==> src/icf_pkg.sv <==
// package of offsets, field positions and reset values for the interrupt control block
package icf_pkg;
	localparam logic [11:0] ICF_OFF_GLOBAL_CTRL = 12'h000;
	localparam logic [11:0] ICF_OFF_STATE       = 12'h004;
	localparam logic [11:0] ICF_OFF_FLAGS_SYS   = 12'h008;
	localparam logic [11:0] ICF_OFF_FLAGS_AT    = 12'h00c;
	localparam logic [11:0] ICF_OFF_FLAGS_SD    = 12'h010;
	localparam logic [11:0] ICF_OFF_ENABLES     = 12'h014;
	localparam logic [11:0] ICF_OFF_PRIORITY    = 12'h018;
	localparam logic [11:0] ICF_OFF_CORE        = 12'h01c;

	localparam int ICF_BIT_GHIGH   = 7;
	localparam int ICF_BIT_GLOW    = 6;
	localparam int ICF_BIT_PRIO_ON = 5;
	localparam int ICF_BIT_EXT2    = 2;
	localparam int ICF_BIT_EXT1    = 1;
	localparam int ICF_BIT_EXT0    = 0;
	localparam int ICF_BIT_PINCHG  = 7;
	localparam int ICF_BIT_CLKSW   = 3;
	localparam int ICF_BIT_SOFT    = 0;
	localparam int ICF_NSRC        = 24;

	// writable control bits: 7,6,5 and 2..0
	localparam logic [7:0] ICF_CTRL_WMASK  = 8'he7;
	localparam logic [7:0] ICF_CTRL_RESET  = 8'h07;
	localparam logic [7:0] ICF_FLAGS_RESET = 8'h00;
	// bits of the third flag register that software may clear
	localparam logic [7:0] ICF_SD_WMASK    = 8'h0f;
	// all sources high priority after reset
	localparam logic [23:0] ICF_PRIO_RESET = 24'hffffff;

	typedef enum logic [1:0] {
		ICF_ST_MAIN     = 2'b00,
		ICF_ST_LOW      = 2'b01,
		ICF_ST_HIGH     = 2'b10,
		ICF_ST_HIGH_NST = 2'b11
	} icf_state_t;
endpackage

==> src/icf_top.sv <==
// interrupt control, state tracking and request flag registers behind an apb slave
//
// How it works
// - without priority levels, bit 7 set allows all unmasked interrupts, clear blocks all.
// - with priority levels, low interrupts need both bit 7 and the low enable.
// - bit 6 gates low-priority interrupts; reads zero when priority levels are off.
// - bit 5 turns on two levels; cleared, every source counts as high.
// - edge selects bits 2..0: one rising, zero falling; all reset to one.
// - control bits 4 and 3 always read zero.
// - state reads 11 for nested high routine, 10 for high entered from main.
// - state reads 01 in low routine, 00 in main; resets to 00.
// - flags set on their event regardless of individual or global enables.
// - hardware-set flags hold until software writes zero; reset to zero.
// - pin-change flag is read-only and follows the per-pin flags.
// - clock-switch flag never raises the wake request.
// - software flag bit 0 is written one to request, zero to withdraw.
// - first flag register maps pin change down to software interrupt.
// - second flag register maps acquisition flags down to external 0, all writable.
// - third register bits 7-4 mirror serial conditions, read-only.
// - third register bits 3-0 are dma flags set by hardware, cleared by software.
// - a valid edge of selected polarity on an external input sets its flag.
// - wake request on any enabled pending event except clock switch, ignoring global enables.
// - after reset every source is high priority.
//
// Added by the designer: the APB slave port and the register offsets.
`timescale 1ns/1ps
`default_nettype none
module icf_top #(
	parameter int NUM_SRC = icf_pkg::ICF_NSRC,
	parameter int NUM_EXT = 3
) (
	input  wire logic        clk,
	input  wire logic        rst_n,
	input  wire logic        psel,
	input  wire logic        penable,
	input  wire logic        pwrite,
	input  wire logic [11:0] paddr,
	input  wire logic [31:0] pwdata,
	input  wire logic [3:0]  pstrb,
	output logic      [31:0] prdata,
	output logic             pready,
	output logic             pslverr,
	input  wire logic [2:0]  ext_irq_input,
	input  wire logic        per_pin_change_flags,
	input  wire logic [6:1]  sys_events,
	input  wire logic [6:0]  at_events,
	input  wire logic [3:0]  serial_levels,
	input  wire logic [3:0]  dma_events,
	input  wire logic        ack_high,
	input  wire logic        ack_low,
	input  wire logic        ret_service,
	output logic             irq_high,
	output logic             irq_low,
	output logic             wake_req,
	output logic [1:0]       ext12_flags,
	output icf_pkg::icf_state_t svc_state
);
	import icf_pkg::*;

	logic [7:0]  ctrl_q;
	logic [7:0]  fsys_q;
	logic [7:0]  fat_q;
	logic [3:0]  fdma_q;
	logic [1:0]  fext_q;
	logic [23:0] enable_q;
	logic [23:0] prio_q;
	icf_state_t  state_q;
	logic [2:0]  ext_s1_q;
	logic [2:0]  ext_s2_q;
	logic [2:0]  ext_s3_q;
	logic        pin_s1_q;
	logic        pin_s2_q;
	logic [3:0]  ser_s1_q;
	logic [3:0]  ser_s2_q;
	logic [2:0]  edge_hit;
	logic        wr_en;
	logic        rd_en;
	logic [7:0]  wbyte;
	logic [23:0] flags;
	logic [23:0] pend;
	logic        prio_on;
	logic        pend_high;
	logic        pend_low;
	logic [7:0]  ctrl_view;
	logic [31:0] rdata_d;
	logic        bad_addr;
	logic        wr_ctrl;
	logic        wr_sys;
	logic        wr_at;
	logic        wr_sd;
	logic        wr_core;
	logic        wr_enab;
	logic        wr_prio;
	logic [2:0]  ext_rise;
	logic [2:0]  ext_fall;
	logic [23:0] wake_mask;

	// source vector and edge logic are laid out for these sizes only
	generate
		if (NUM_SRC != 24) begin : g_bad_src
			$error("icf_top: NUM_SRC must be 24");
		end
		if (NUM_EXT != 3) begin : g_bad_ext
			$error("icf_top: NUM_EXT must be 3");
		end
	endgenerate

	// zero wait states: every register answers in the access phase
	assign pready = 1'b1;
	// byte registers need the low strobe; wide ones take the whole word
	assign wr_en  = psel && penable && pwrite && pstrb[0];
	assign rd_en  = psel && penable && !pwrite;
	assign wbyte  = pwdata[7:0];

	// one strobe per register keeps the write decode in one place
	assign wr_ctrl = wr_en && paddr == ICF_OFF_GLOBAL_CTRL;
	assign wr_sys  = wr_en && paddr == ICF_OFF_FLAGS_SYS;
	assign wr_at   = wr_en && paddr == ICF_OFF_FLAGS_AT;
	assign wr_sd   = wr_en && paddr == ICF_OFF_FLAGS_SD;
	assign wr_core = wr_en && paddr == ICF_OFF_CORE;
	assign wr_enab = psel && penable && pwrite && paddr == ICF_OFF_ENABLES;
	assign wr_prio = psel && penable && pwrite && paddr == ICF_OFF_PRIORITY;

	// external pins are asynchronous: two stages, a third keeps the old level
	always_ff @(posedge clk or negedge rst_n) begin
		if (!rst_n) begin
			ext_s1_q <= 3'h0;
			ext_s2_q <= 3'h0;
			ext_s3_q <= 3'h0;
		end else begin
			ext_s1_q <= ext_irq_input;
			ext_s2_q <= ext_s1_q;
			ext_s3_q <= ext_s2_q;
		end
	end

	// pin-change summary comes from other logic with no common clock
	always_ff @(posedge clk or negedge rst_n) begin
		if (!rst_n) begin
			pin_s1_q <= 1'b0;
			pin_s2_q <= 1'b0;
		end else begin
			pin_s1_q <= per_pin_change_flags;
			pin_s2_q <= pin_s1_q;
		end
	end

	// serial levels are mirrored only, so a plain two-stage sync suffices
	always_ff @(posedge clk or negedge rst_n) begin
		if (!rst_n) begin
			ser_s1_q <= 4'h0;
			ser_s2_q <= 4'h0;
		end else begin
			ser_s1_q <= serial_levels;
			ser_s2_q <= ser_s1_q;
		end
	end

	// edge detect per external input with its own polarity
	genvar g;
	generate
		for (g = 0; g < NUM_EXT; g++) begin : g_edge
			// only synced stages are compared; stage one is never read here
			assign ext_rise[g] = ext_s2_q[g] && !ext_s3_q[g];
			assign ext_fall[g] = !ext_s2_q[g] && ext_s3_q[g];
			assign edge_hit[g] = ctrl_q[g] ? ext_rise[g] : ext_fall[g];
		end
	endgenerate

	always_ff @(posedge clk or negedge rst_n) begin
		if (!rst_n) begin
			ctrl_q <= ICF_CTRL_RESET;
		end else if (wr_ctrl) begin
			// unimplemented bits are dropped here, not only on read
			ctrl_q <= wbyte & ICF_CTRL_WMASK;
		end
	end

	// set wins over a clear written in the same cycle
	always_ff @(posedge clk or negedge rst_n) begin
		if (!rst_n) begin
			fsys_q <= ICF_FLAGS_RESET;
		end else begin
			if (wr_sys) begin
				fsys_q[6:1] <= wbyte[6:1] | sys_events;
				fsys_q[ICF_BIT_SOFT] <= wbyte[ICF_BIT_SOFT];
			end else begin
				fsys_q[6:1] <= fsys_q[6:1] | sys_events;
			end
			fsys_q[ICF_BIT_PINCHG] <= pin_s2_q;
		end
	end

	always_ff @(posedge clk or negedge rst_n) begin
		if (!rst_n) begin
			fat_q <= ICF_FLAGS_RESET;
		end else if (wr_at) begin
			// event ored in so a clear cannot swallow a same-cycle set
			fat_q <= wbyte | {at_events, edge_hit[0]};
		end else begin
			fat_q <= fat_q | {at_events, edge_hit[0]};
		end
	end

	always_ff @(posedge clk or negedge rst_n) begin
		if (!rst_n) begin
			fdma_q <= 4'h0;
		end else if (wr_sd) begin
			// writing one keeps a flag: software can only clear these
			fdma_q <= (wbyte[3:0] & fdma_q) | dma_events;
		end else begin
			fdma_q <= fdma_q | dma_events;
		end
	end

	// external 1 and 2 flags live in later registers; cleared through own core reg
	always_ff @(posedge clk or negedge rst_n) begin
		if (!rst_n) begin
			fext_q <= 2'h0;
		end else if (wr_core) begin
			fext_q <= wbyte[1:0] | edge_hit[2:1];
		end else begin
			fext_q <= fext_q | edge_hit[2:1];
		end
	end

	always_ff @(posedge clk or negedge rst_n) begin
		if (!rst_n) begin
			enable_q <= 24'h0;
		end else if (wr_enab) begin
			enable_q <= pwdata[23:0];
		end
	end

	always_ff @(posedge clk or negedge rst_n) begin
		if (!rst_n) begin
			prio_q <= ICF_PRIO_RESET;
		end else if (wr_prio) begin
			// one means high; ignored while priority levels are off
			prio_q <= pwdata[23:0];
		end
	end

	// source vector: [7:0] system, [15:8] analog/timer, [19:16] dma, [23:20] serial
	assign flags = {ser_s2_q, fdma_q, fat_q, fsys_q};
	assign pend = flags & enable_q;
	assign prio_on = ctrl_q[ICF_BIT_PRIO_ON];
	assign pend_high = |(pend & (prio_on ? prio_q : 24'hffffff));
	assign pend_low = prio_on && |(pend & ~prio_q);

	// clock switch flag masked out: it must not end sleep
	assign wake_mask = ~(24'h1 << ICF_BIT_CLKSW);
	// global enables ignored on purpose: a masked core must still wake
	// ext 1 and 2 have no enable in this block, so they cannot wake it
	assign wake_req = |(pend & wake_mask);

	always_comb begin
		irq_high = 1'b0;
		irq_low = 1'b0;
		if (!prio_on) begin
			irq_high = pend_high && ctrl_q[ICF_BIT_GHIGH] && state_q == ICF_ST_MAIN;
		end else begin
			irq_high = pend_high && ctrl_q[ICF_BIT_GHIGH]
				&& (state_q == ICF_ST_MAIN || state_q == ICF_ST_LOW);
			irq_low = pend_low && ctrl_q[ICF_BIT_GHIGH] && ctrl_q[ICF_BIT_GLOW]
				&& state_q == ICF_ST_MAIN;
		end
	end

	// core acknowledges entry; return pops one level
	// an ack is honoured only while its request still stands
	always_ff @(posedge clk or negedge rst_n) begin
		if (!rst_n) begin
			state_q <= ICF_ST_MAIN;
		end else begin
			case (state_q)
				ICF_ST_MAIN: begin
					if (ack_high && irq_high) begin
						state_q <= ICF_ST_HIGH;
					end else if (ack_low && irq_low) begin
						state_q <= ICF_ST_LOW;
					end
				end
				ICF_ST_LOW: begin
					if (ack_high && irq_high) begin
						state_q <= ICF_ST_HIGH_NST;
					end else if (ret_service) begin
						state_q <= ICF_ST_MAIN;
					end
				end
				ICF_ST_HIGH: begin
					if (ret_service) begin
						state_q <= ICF_ST_MAIN;
					end
				end
				ICF_ST_HIGH_NST: begin
					if (ret_service) begin
						state_q <= ICF_ST_LOW;
					end
				end
				default: begin
					state_q <= ICF_ST_MAIN;
				end
			endcase
		end
	end

	assign svc_state = state_q;
	assign ext12_flags = fext_q;

	always_comb begin
		ctrl_view = ctrl_q;
		if (!prio_on) begin
			ctrl_view[ICF_BIT_GLOW] = 1'b0;
		end
	end

	// unmapped offsets read zero and raise the error response
	always_comb begin
		rdata_d = 32'h0;
		bad_addr = 1'b0;
		case (paddr)
			ICF_OFF_GLOBAL_CTRL: rdata_d = {24'h0, ctrl_view};
			ICF_OFF_STATE:       rdata_d = {24'h0, state_q, 6'h00};
			ICF_OFF_FLAGS_SYS:   rdata_d = {24'h0, fsys_q};
			ICF_OFF_FLAGS_AT:    rdata_d = {24'h0, fat_q};
			ICF_OFF_FLAGS_SD:    rdata_d = {24'h0, ser_s2_q, fdma_q};
			ICF_OFF_ENABLES:     rdata_d = {8'h0, enable_q};
			ICF_OFF_PRIORITY:    rdata_d = {8'h0, prio_q};
			ICF_OFF_CORE:        rdata_d = {30'h0, fext_q};
			default:             bad_addr = 1'b1;
		endcase
	end

	assign prdata = rd_en ? rdata_d : 32'h0;
	assign pslverr = psel && penable && bad_addr;
endmodule
`default_nettype wire

==> config.mk <==
export PLATFORM = sky130hd
export DESIGN_NAME = icf_top
export DESIGN_NICKNAME = d
export VERILOG_FILES = /design/src/icf_pkg.sv /design/src/icf_top.sv
export SDC_FILE = /design/constraint.sdc
export NUM_CORES = 1
export LEC_CHECK = 0
export BUFFER_PORTS_ARGS = -buffer_cell sky130_fd_sc_hd__buf_2
export CORE_UTILIZATION = 45
export CTS_CLUSTER_SIZE = 25
export DETAILED_ROUTE_END_ITERATION = 8
export PLACE_DENSITY_LB_ADDON = 0.25
export SYNTH_ARGS = -nofsm -noshare
export SYNTH_HDL_FRONTEND = slang
export SYNTH_SLANG_ARGS = --single-unit
export TNS_END_PERCENT = 1
==> constraint.sdc <==
create_clock -name clk -period 1.78 [get_ports clk]
set_input_delay 0.178 -clock clk [delete_from_list [all_inputs] [get_ports clk]]
set_output_delay 0.178 -clock clk [all_outputs]
set_load 0.01 [all_outputs]
After elaboration in Yosys (flattened, before gate mapping)
Index checks and enable logic that the tools add are counted.
{"block": "word_totals", "ff_bits": 97, "input_bits": 81, "out_inout_bits": 41}
{"block": "classes", "n_eq_ne": 12, "mux": 20, "bitwise_logic": 13, "n_reduce_logical": 42}
{"cell": "one-hot mux 24 bit (8 select lines)", "n": 1}
{"cell": "bitwise AND 24 bit", "n": 3}
{"cell": "equality test 12 x 5 -> 1 bit (second input constant)", "n": 4}
{"cell": "OR reduction 24 bit", "n": 2}
{"cell": "two-way mux 32 bit", "n": 1}
{"cell": "logical AND 1 bit", "n": 27}
{"cell": "equality test 12 x 4 -> 1 bit (second input constant)", "n": 2}
{"cell": "two-way mux 24 bit", "n": 1}
{"cell": "NOT 24 bit", "n": 1}
{"cell": "OR reduction 23 bit", "n": 1}
{"cell": "OR 8 bit", "n": 2}
{"cell": "equality test 12 x 3 -> 1 bit (second input constant)", "n": 1}
{"cell": "zero test 12 bit", "n": 1}
{"cell": "two-way mux 2 bit", "n": 6}
{"cell": "OR 6 bit", "n": 2}
{"cell": "two-way mux 8 bit", "n": 1}
{"cell": "OR 4 bit", "n": 2}
{"cell": "one-hot mux 2 bit (4 select lines)", "n": 1}
{"cell": "OR reduction 8 bit", "n": 1}
{"cell": "zero test 1 bit", "n": 7}
{"cell": "two-way mux 1 bit", "n": 7}
{"cell": "two-way mux 6 bit", "n": 1}
{"cell": "bitwise AND 4 bit", "n": 1}
{"cell": "equality test 2 bit (second input constant)", "n": 2}
{"cell": "8 further kinds", "n": 9}

Logic depth before layout (Yosys ltp)
{"block": "logic_depth", "depth_word": 12, "depth_mapped": 7, "depth_no_buf": 6}

Least setup slack after synthesis
OpenSTA, ideal clock, no wires.
{"block": "synth_path", "kind": "input -> register", "startpoint": "input port paddr[1]", "endpoint": "register enable_q[10]", "setup_ns": 0.127, "arrival_time_ns": 1.806, "required_ns": 1.653, "path_slack_ns": -0.154, "cell_stages": 7, "path_cell_list": "nor3_1 > nand4_2 > nor3b_4 > and4_1 > buf_4 > buf_6 > mux2_1"}
{"block": "synth_between", "elab_chain_len": 2}
{"element": "start: declaration", "line_no": "icf_top.sv:37", "text": "input wire logic [11:0] paddr,"}
{"element": "equality test 12 x 5 -> 1 bit", "line_no": "icf_top.sv:121", "text": "assign wr_enab = psel && penable && pwrite && paddr == ICF_OFF_ENABLES;"}
{"element": "logical AND 1 bit", "line_no": "icf_top.sv:121"}
{"element": "end signal: assignment", "line_no": "icf_top.sv:231", "text": "enable_q <= pwdata[23:0];"}
{"element": "end: declaration", "line_no": "icf_top.sv:65", "text": "logic [23:0] enable_q;"}
No other way between the ends.
A chain may end at the register's enable or synchronous reset.

Worst setup path in the final report
{"block": "layout_path", "startpoint": "register prio_q[10]", "endpoint": "output port irq_low"}
{"block": "layout_between", "elab_chain_len": 8}
{"element": "start: declaration", "line_no": "icf_top.sv:66", "text": "logic [23:0] prio_q;"}
{"element": "start signal: assignment", "line_no": "icf_top.sv:240", "text": "prio_q <= pwdata[23:0];"}
{"element": "NOT 24 bit", "line_no": "icf_top.sv:249", "text": "assign pend_low = prio_on && |(pend & ~prio_q);"}
{"element": "bitwise AND 24 bit", "line_no": "icf_top.sv:249"}
{"element": "OR reduction 24 bit", "line_no": "icf_top.sv:249"}
{"element": "logical AND 1 bit", "line_no": "icf_top.sv:249"}
{"element": "logical AND 1 bit (2 in a row)", "line_no": "icf_top.sv:265", "text": "irq_low = pend_low && ctrl_q[ICF_BIT_GHIGH] && ctrl_q[ICF_BIT_GLOW]"}
{"element": "logical AND 1 bit", "line_no": "icf_top.sv:266", "text": "&& state_q == ICF_ST_MAIN;"}
{"element": "two-way mux 1 bit", "line_no": "icf_top.sv:260", "text": "if (!prio_on) begin"}
{"element": "end: declaration", "line_no": "icf_top.sv:53", "text": "output logic irq_low,"}
No other way between the ends.

==> results.toml <==
[worst_setup_path]
cp.required_ns = 1.60
path_class = "flip-flop to primary output"
cp.buffers_inverters = 2
critPathTopFamily = "flip-flops"
critPathMaxStageDelay_ns = 0.56
cp_num_cells = 6
slowest_stage = "dfstp_2"
rr_startpoint = "enable_q[17]"
worstPathMaxFanout = 2
rrSetupSlack_ns = -0.28
r2r-end = "svc_state[0]"
worst_setup_path_start_kind = "flip-flop"
worstPathArrival_ns = 1.98
r2r_cells = 11
end_kind = "primary output"
cp_cell_sequence = "nand3b_1, o2111ai_2, nor4_2, buf_4, a2111oi_4, buf_2"

[cts]
cts_tree = "built"
cts-root-buf = "clkbuf_8"
clock_latency_ns = 0.38
htreeDepth = 3
clk_pin_slew_ns = 0.08
cts_sinks = 97
cts_buffer_depth = 2
cts_made_buffers = 9

[yosys]
ys_ff_latch = 97
synth-main-ff-cell = "dfrtp_1"
yosys_warnings = 0
ys_types = 45
netlist_area_mm2 = 0.00488
yosysSeqAreaShare_pct = 50.4
synth_edf_count = 0
synthArstFlopShare_pct = 100
synth_cells = 439
syn_avg_cell_area_um2 = 11.1

[power_and_ir_drop]
p_clk_share_pct = 34.3
powerDensity_mw_per_mm2 = 563
p_int_mw = 2.96
irDropWorstVdd_v = 0.000502
p_comb_share_pct = 7.8
sequentialPowerShare_pct = 57.9
swShare_pct = 23.7
p_leak_nw = 3.09
p_switching_uw = 920

[timing]
hold_violations = 0
fin_crit_sh_pct = 121
clock-skew-final_ns = 0.00995
rsz0062_at_grt = "true"
final.setup.tns_ns = -5.61
finalSetupViolCount = 29
setup_ws_ns = -0.378
max_freq_ghz = 0.463
slew_violations = 0
period_needed_ns = 2.16

[global_route]
track_usage_pct = 29.9
gr-total-overflow = 0
grt_pass1_wl_mm = 25.1
grt_pass1_vias = 4627
grt_max_degree = 39
antenna_found_initial = 0

[cells_and_area]
final_cell_mix = "buf_2 (100), buf_4 (94), dfrtp_1 (64), mux2_2 (38), nand2_1 (34)"
fin_util_pct = 66.0
multi_input_area_mm2 = 0.00240
finalNetCount = 741
layout_commonest_cell = "buf_2"
fillers = 825
drive_above_1_share_pct = 48.9
regArea_mm2 = 0.00247
diodes = 0
area_growth_pct = 40.9

[floorplan]
dieArea_mm2 = 0.0113
num_rows = 37
die_y_um = 106
ioPinCount = 122
initial_utilization_pct = 46.9
die_w_um = 106
core_mm2 = 0.0104

[detailed_routing]
drt-initial-drc-count = 283
ant_nets = 0
drc_errors = 0
drtPass1Iterations = 6
vias = 4550
routedWlPerCell_um = 20.1
viasPerCell = 5.68
wl_mm = 16.1

[worst_hold_path]
worst_hold_startpoint = "sys_events[6]"
min_path_type = "input pin to flip-flop"
hold_end = "fsys_q[6]"
holdPathStages = 3

[status]
violations = "negative setup slack"
status = "finished with violations"

[placement]
dp_hpwl_mm = 12.1
routabilityCongestion = 0.956
numPortBuffers = 101

[job]
drv_cap = 0
[metrics by stage]
step / instances / area, µm² / hold slack, ns / setup WS [ns] / power (mW)
floorplan: 446 / 4910 / -0.118 / -0.123 / 2.35
global placement: 751 / 6210 / 0.154 / -0.224 / 2.53
detailed placement: 751 / 6210 / 0.163 / -0.247 / 2.53
CTS: 798 / 6770 / 0.0136 / -0.389 / 3.91
global route: 801 / 6880 / 0.0203 / -0.423 / 4.00
finish: 801 / 6880 / 0.0227 / -0.378 / 3.88
[worst max-delay path by stage]
stage	start	to	slack (ns)
2_1_floorplan	paddr[9]	enable_q[10]	-0.12
3_3_place_gp	prio_q[1]	irq_low	-0.22
3_5_place_dp	paddr[9]	prdata[19]	-0.25
4_1_cts	enable_q[2]	irq_high	-0.39
5_1_grt	prio_q[6]	irq_low	-0.42
6_report	prio_q[10]	irq_low	-0.38
[what timing repair did]
item,4_1_cts,5_1_grt
endpoints found under the setup margin,29,29
hold endpoints to repair,50,0
resized for setup,22,21
pin swaps,15,9
buffers inserted,8,3
hold buffers,23,0
[power groups by stage]
stage	Combinational, mW	Sequential (mW)	Clock (mW)
6_report	0.302	2.24	1.33
5_1_grt	0.330	2.25	1.42
4_1_cts	0.296	2.24	1.37
3_5_place_dp	0.248	2.29	0
3_3_place_gp	0.242	2.28	0
2_1_floorplan	0.0714	2.28	0
[Yosys cell counts (2+ instances only)]
cell | count | share of area [%]
nor4_1 | 3 | 0.38
o22ai_1 | 5 | 0.64
a32oi_1 | 2 | 0.36
nor2b_1 | 15 | 1.9
clkbuf_1 | 10 | 0.77
and4_1 | 3 | 0.54
a222oi_1 | 4 | 0.82
a21oi_1 | 7 | 0.72
mux2_2 | 38 | 8.8
buf_6 | 4 | 0.92
o2111ai_1 | 4 | 0.72
o21ai_0 | 9 | 0.92
a211o_1 | 12 | 2.2
mux2_1 | 21 | 4.8
conb_1 | 2 | 0.15
nand2_1 | 37 | 2.8
nand4_1 | 9 | 1.2
nor4_4 | 2 | 0.87
buf_4 | 10 | 1.5
buf_2 | 3 | 0.31
nand3_1 | 27 | 2.8
nand2b_1 | 6 | 0.77
nand3b_1 | 12 | 1.8
nor3_1 | 7 | 0.72
dfrtp_1 | 70 | 36
a22o_1 | 2 | 0.36
dfstp_2 | 27 | 15
o211ai_1 | 4 | 0.61
a22oi_1 | 28 | 4.3
nor2_1 | 30 | 2.3
mux2i_1 | 7 | 1.4
nor4_2 | 2 | 0.51
a31oi_1 | 3 | 0.38
inv_1 | 3 | 0.23
[sequential cells by signal, indices dropped and copies added (netlist names), 4 cells and up]
signal    flops
ser_s1_q      4
fat_q         8
ctrl_q        6
fdma_q        4
enable_q     24
fsys_q        8
ser_s2_q      4
prio_q       24
[layer usage]
metal / global-route usage, % / wire [µm] / vias up
met3: 5.09 / 980 / 33
li1: - / - / 2061
met1: 39.8 / 6980 / 2271
met4: 11.9 / 497 / 0
met2: 48.5 / 7650 / 185
met5: 0 / 0 / -
[area by class of cell]
cell class / instances / area share, %
Inverter: 3 / 0.164
Sequential cell: 97 / 35.9
Timing Repair Buffer: 231 / 24.0
Multi-Input combinational cell: 318 / 34.9
Tap cell: 136 / 2.47
Clock inverter: 2 / 0.182
Clock buffer: 14 / 2.36
[kinds of logic (layout without fill, tap and decap cells)]
family	after synthesis	in the layout	synth area share, %
simple gates	160	160	18.1
mux	66	66	15.0
buf+inv	31	250	3.84
other cells	2	9	0.154
compound gates	83	83	12.5
flops	97	97	50.4
[worst min-delay path, stage by stage]
cell and delay (ns):
buf_2 0.08, inv_1 0.03, o211ai_1 0.07
Note: power is estimated with default switching activity, not from simulation.
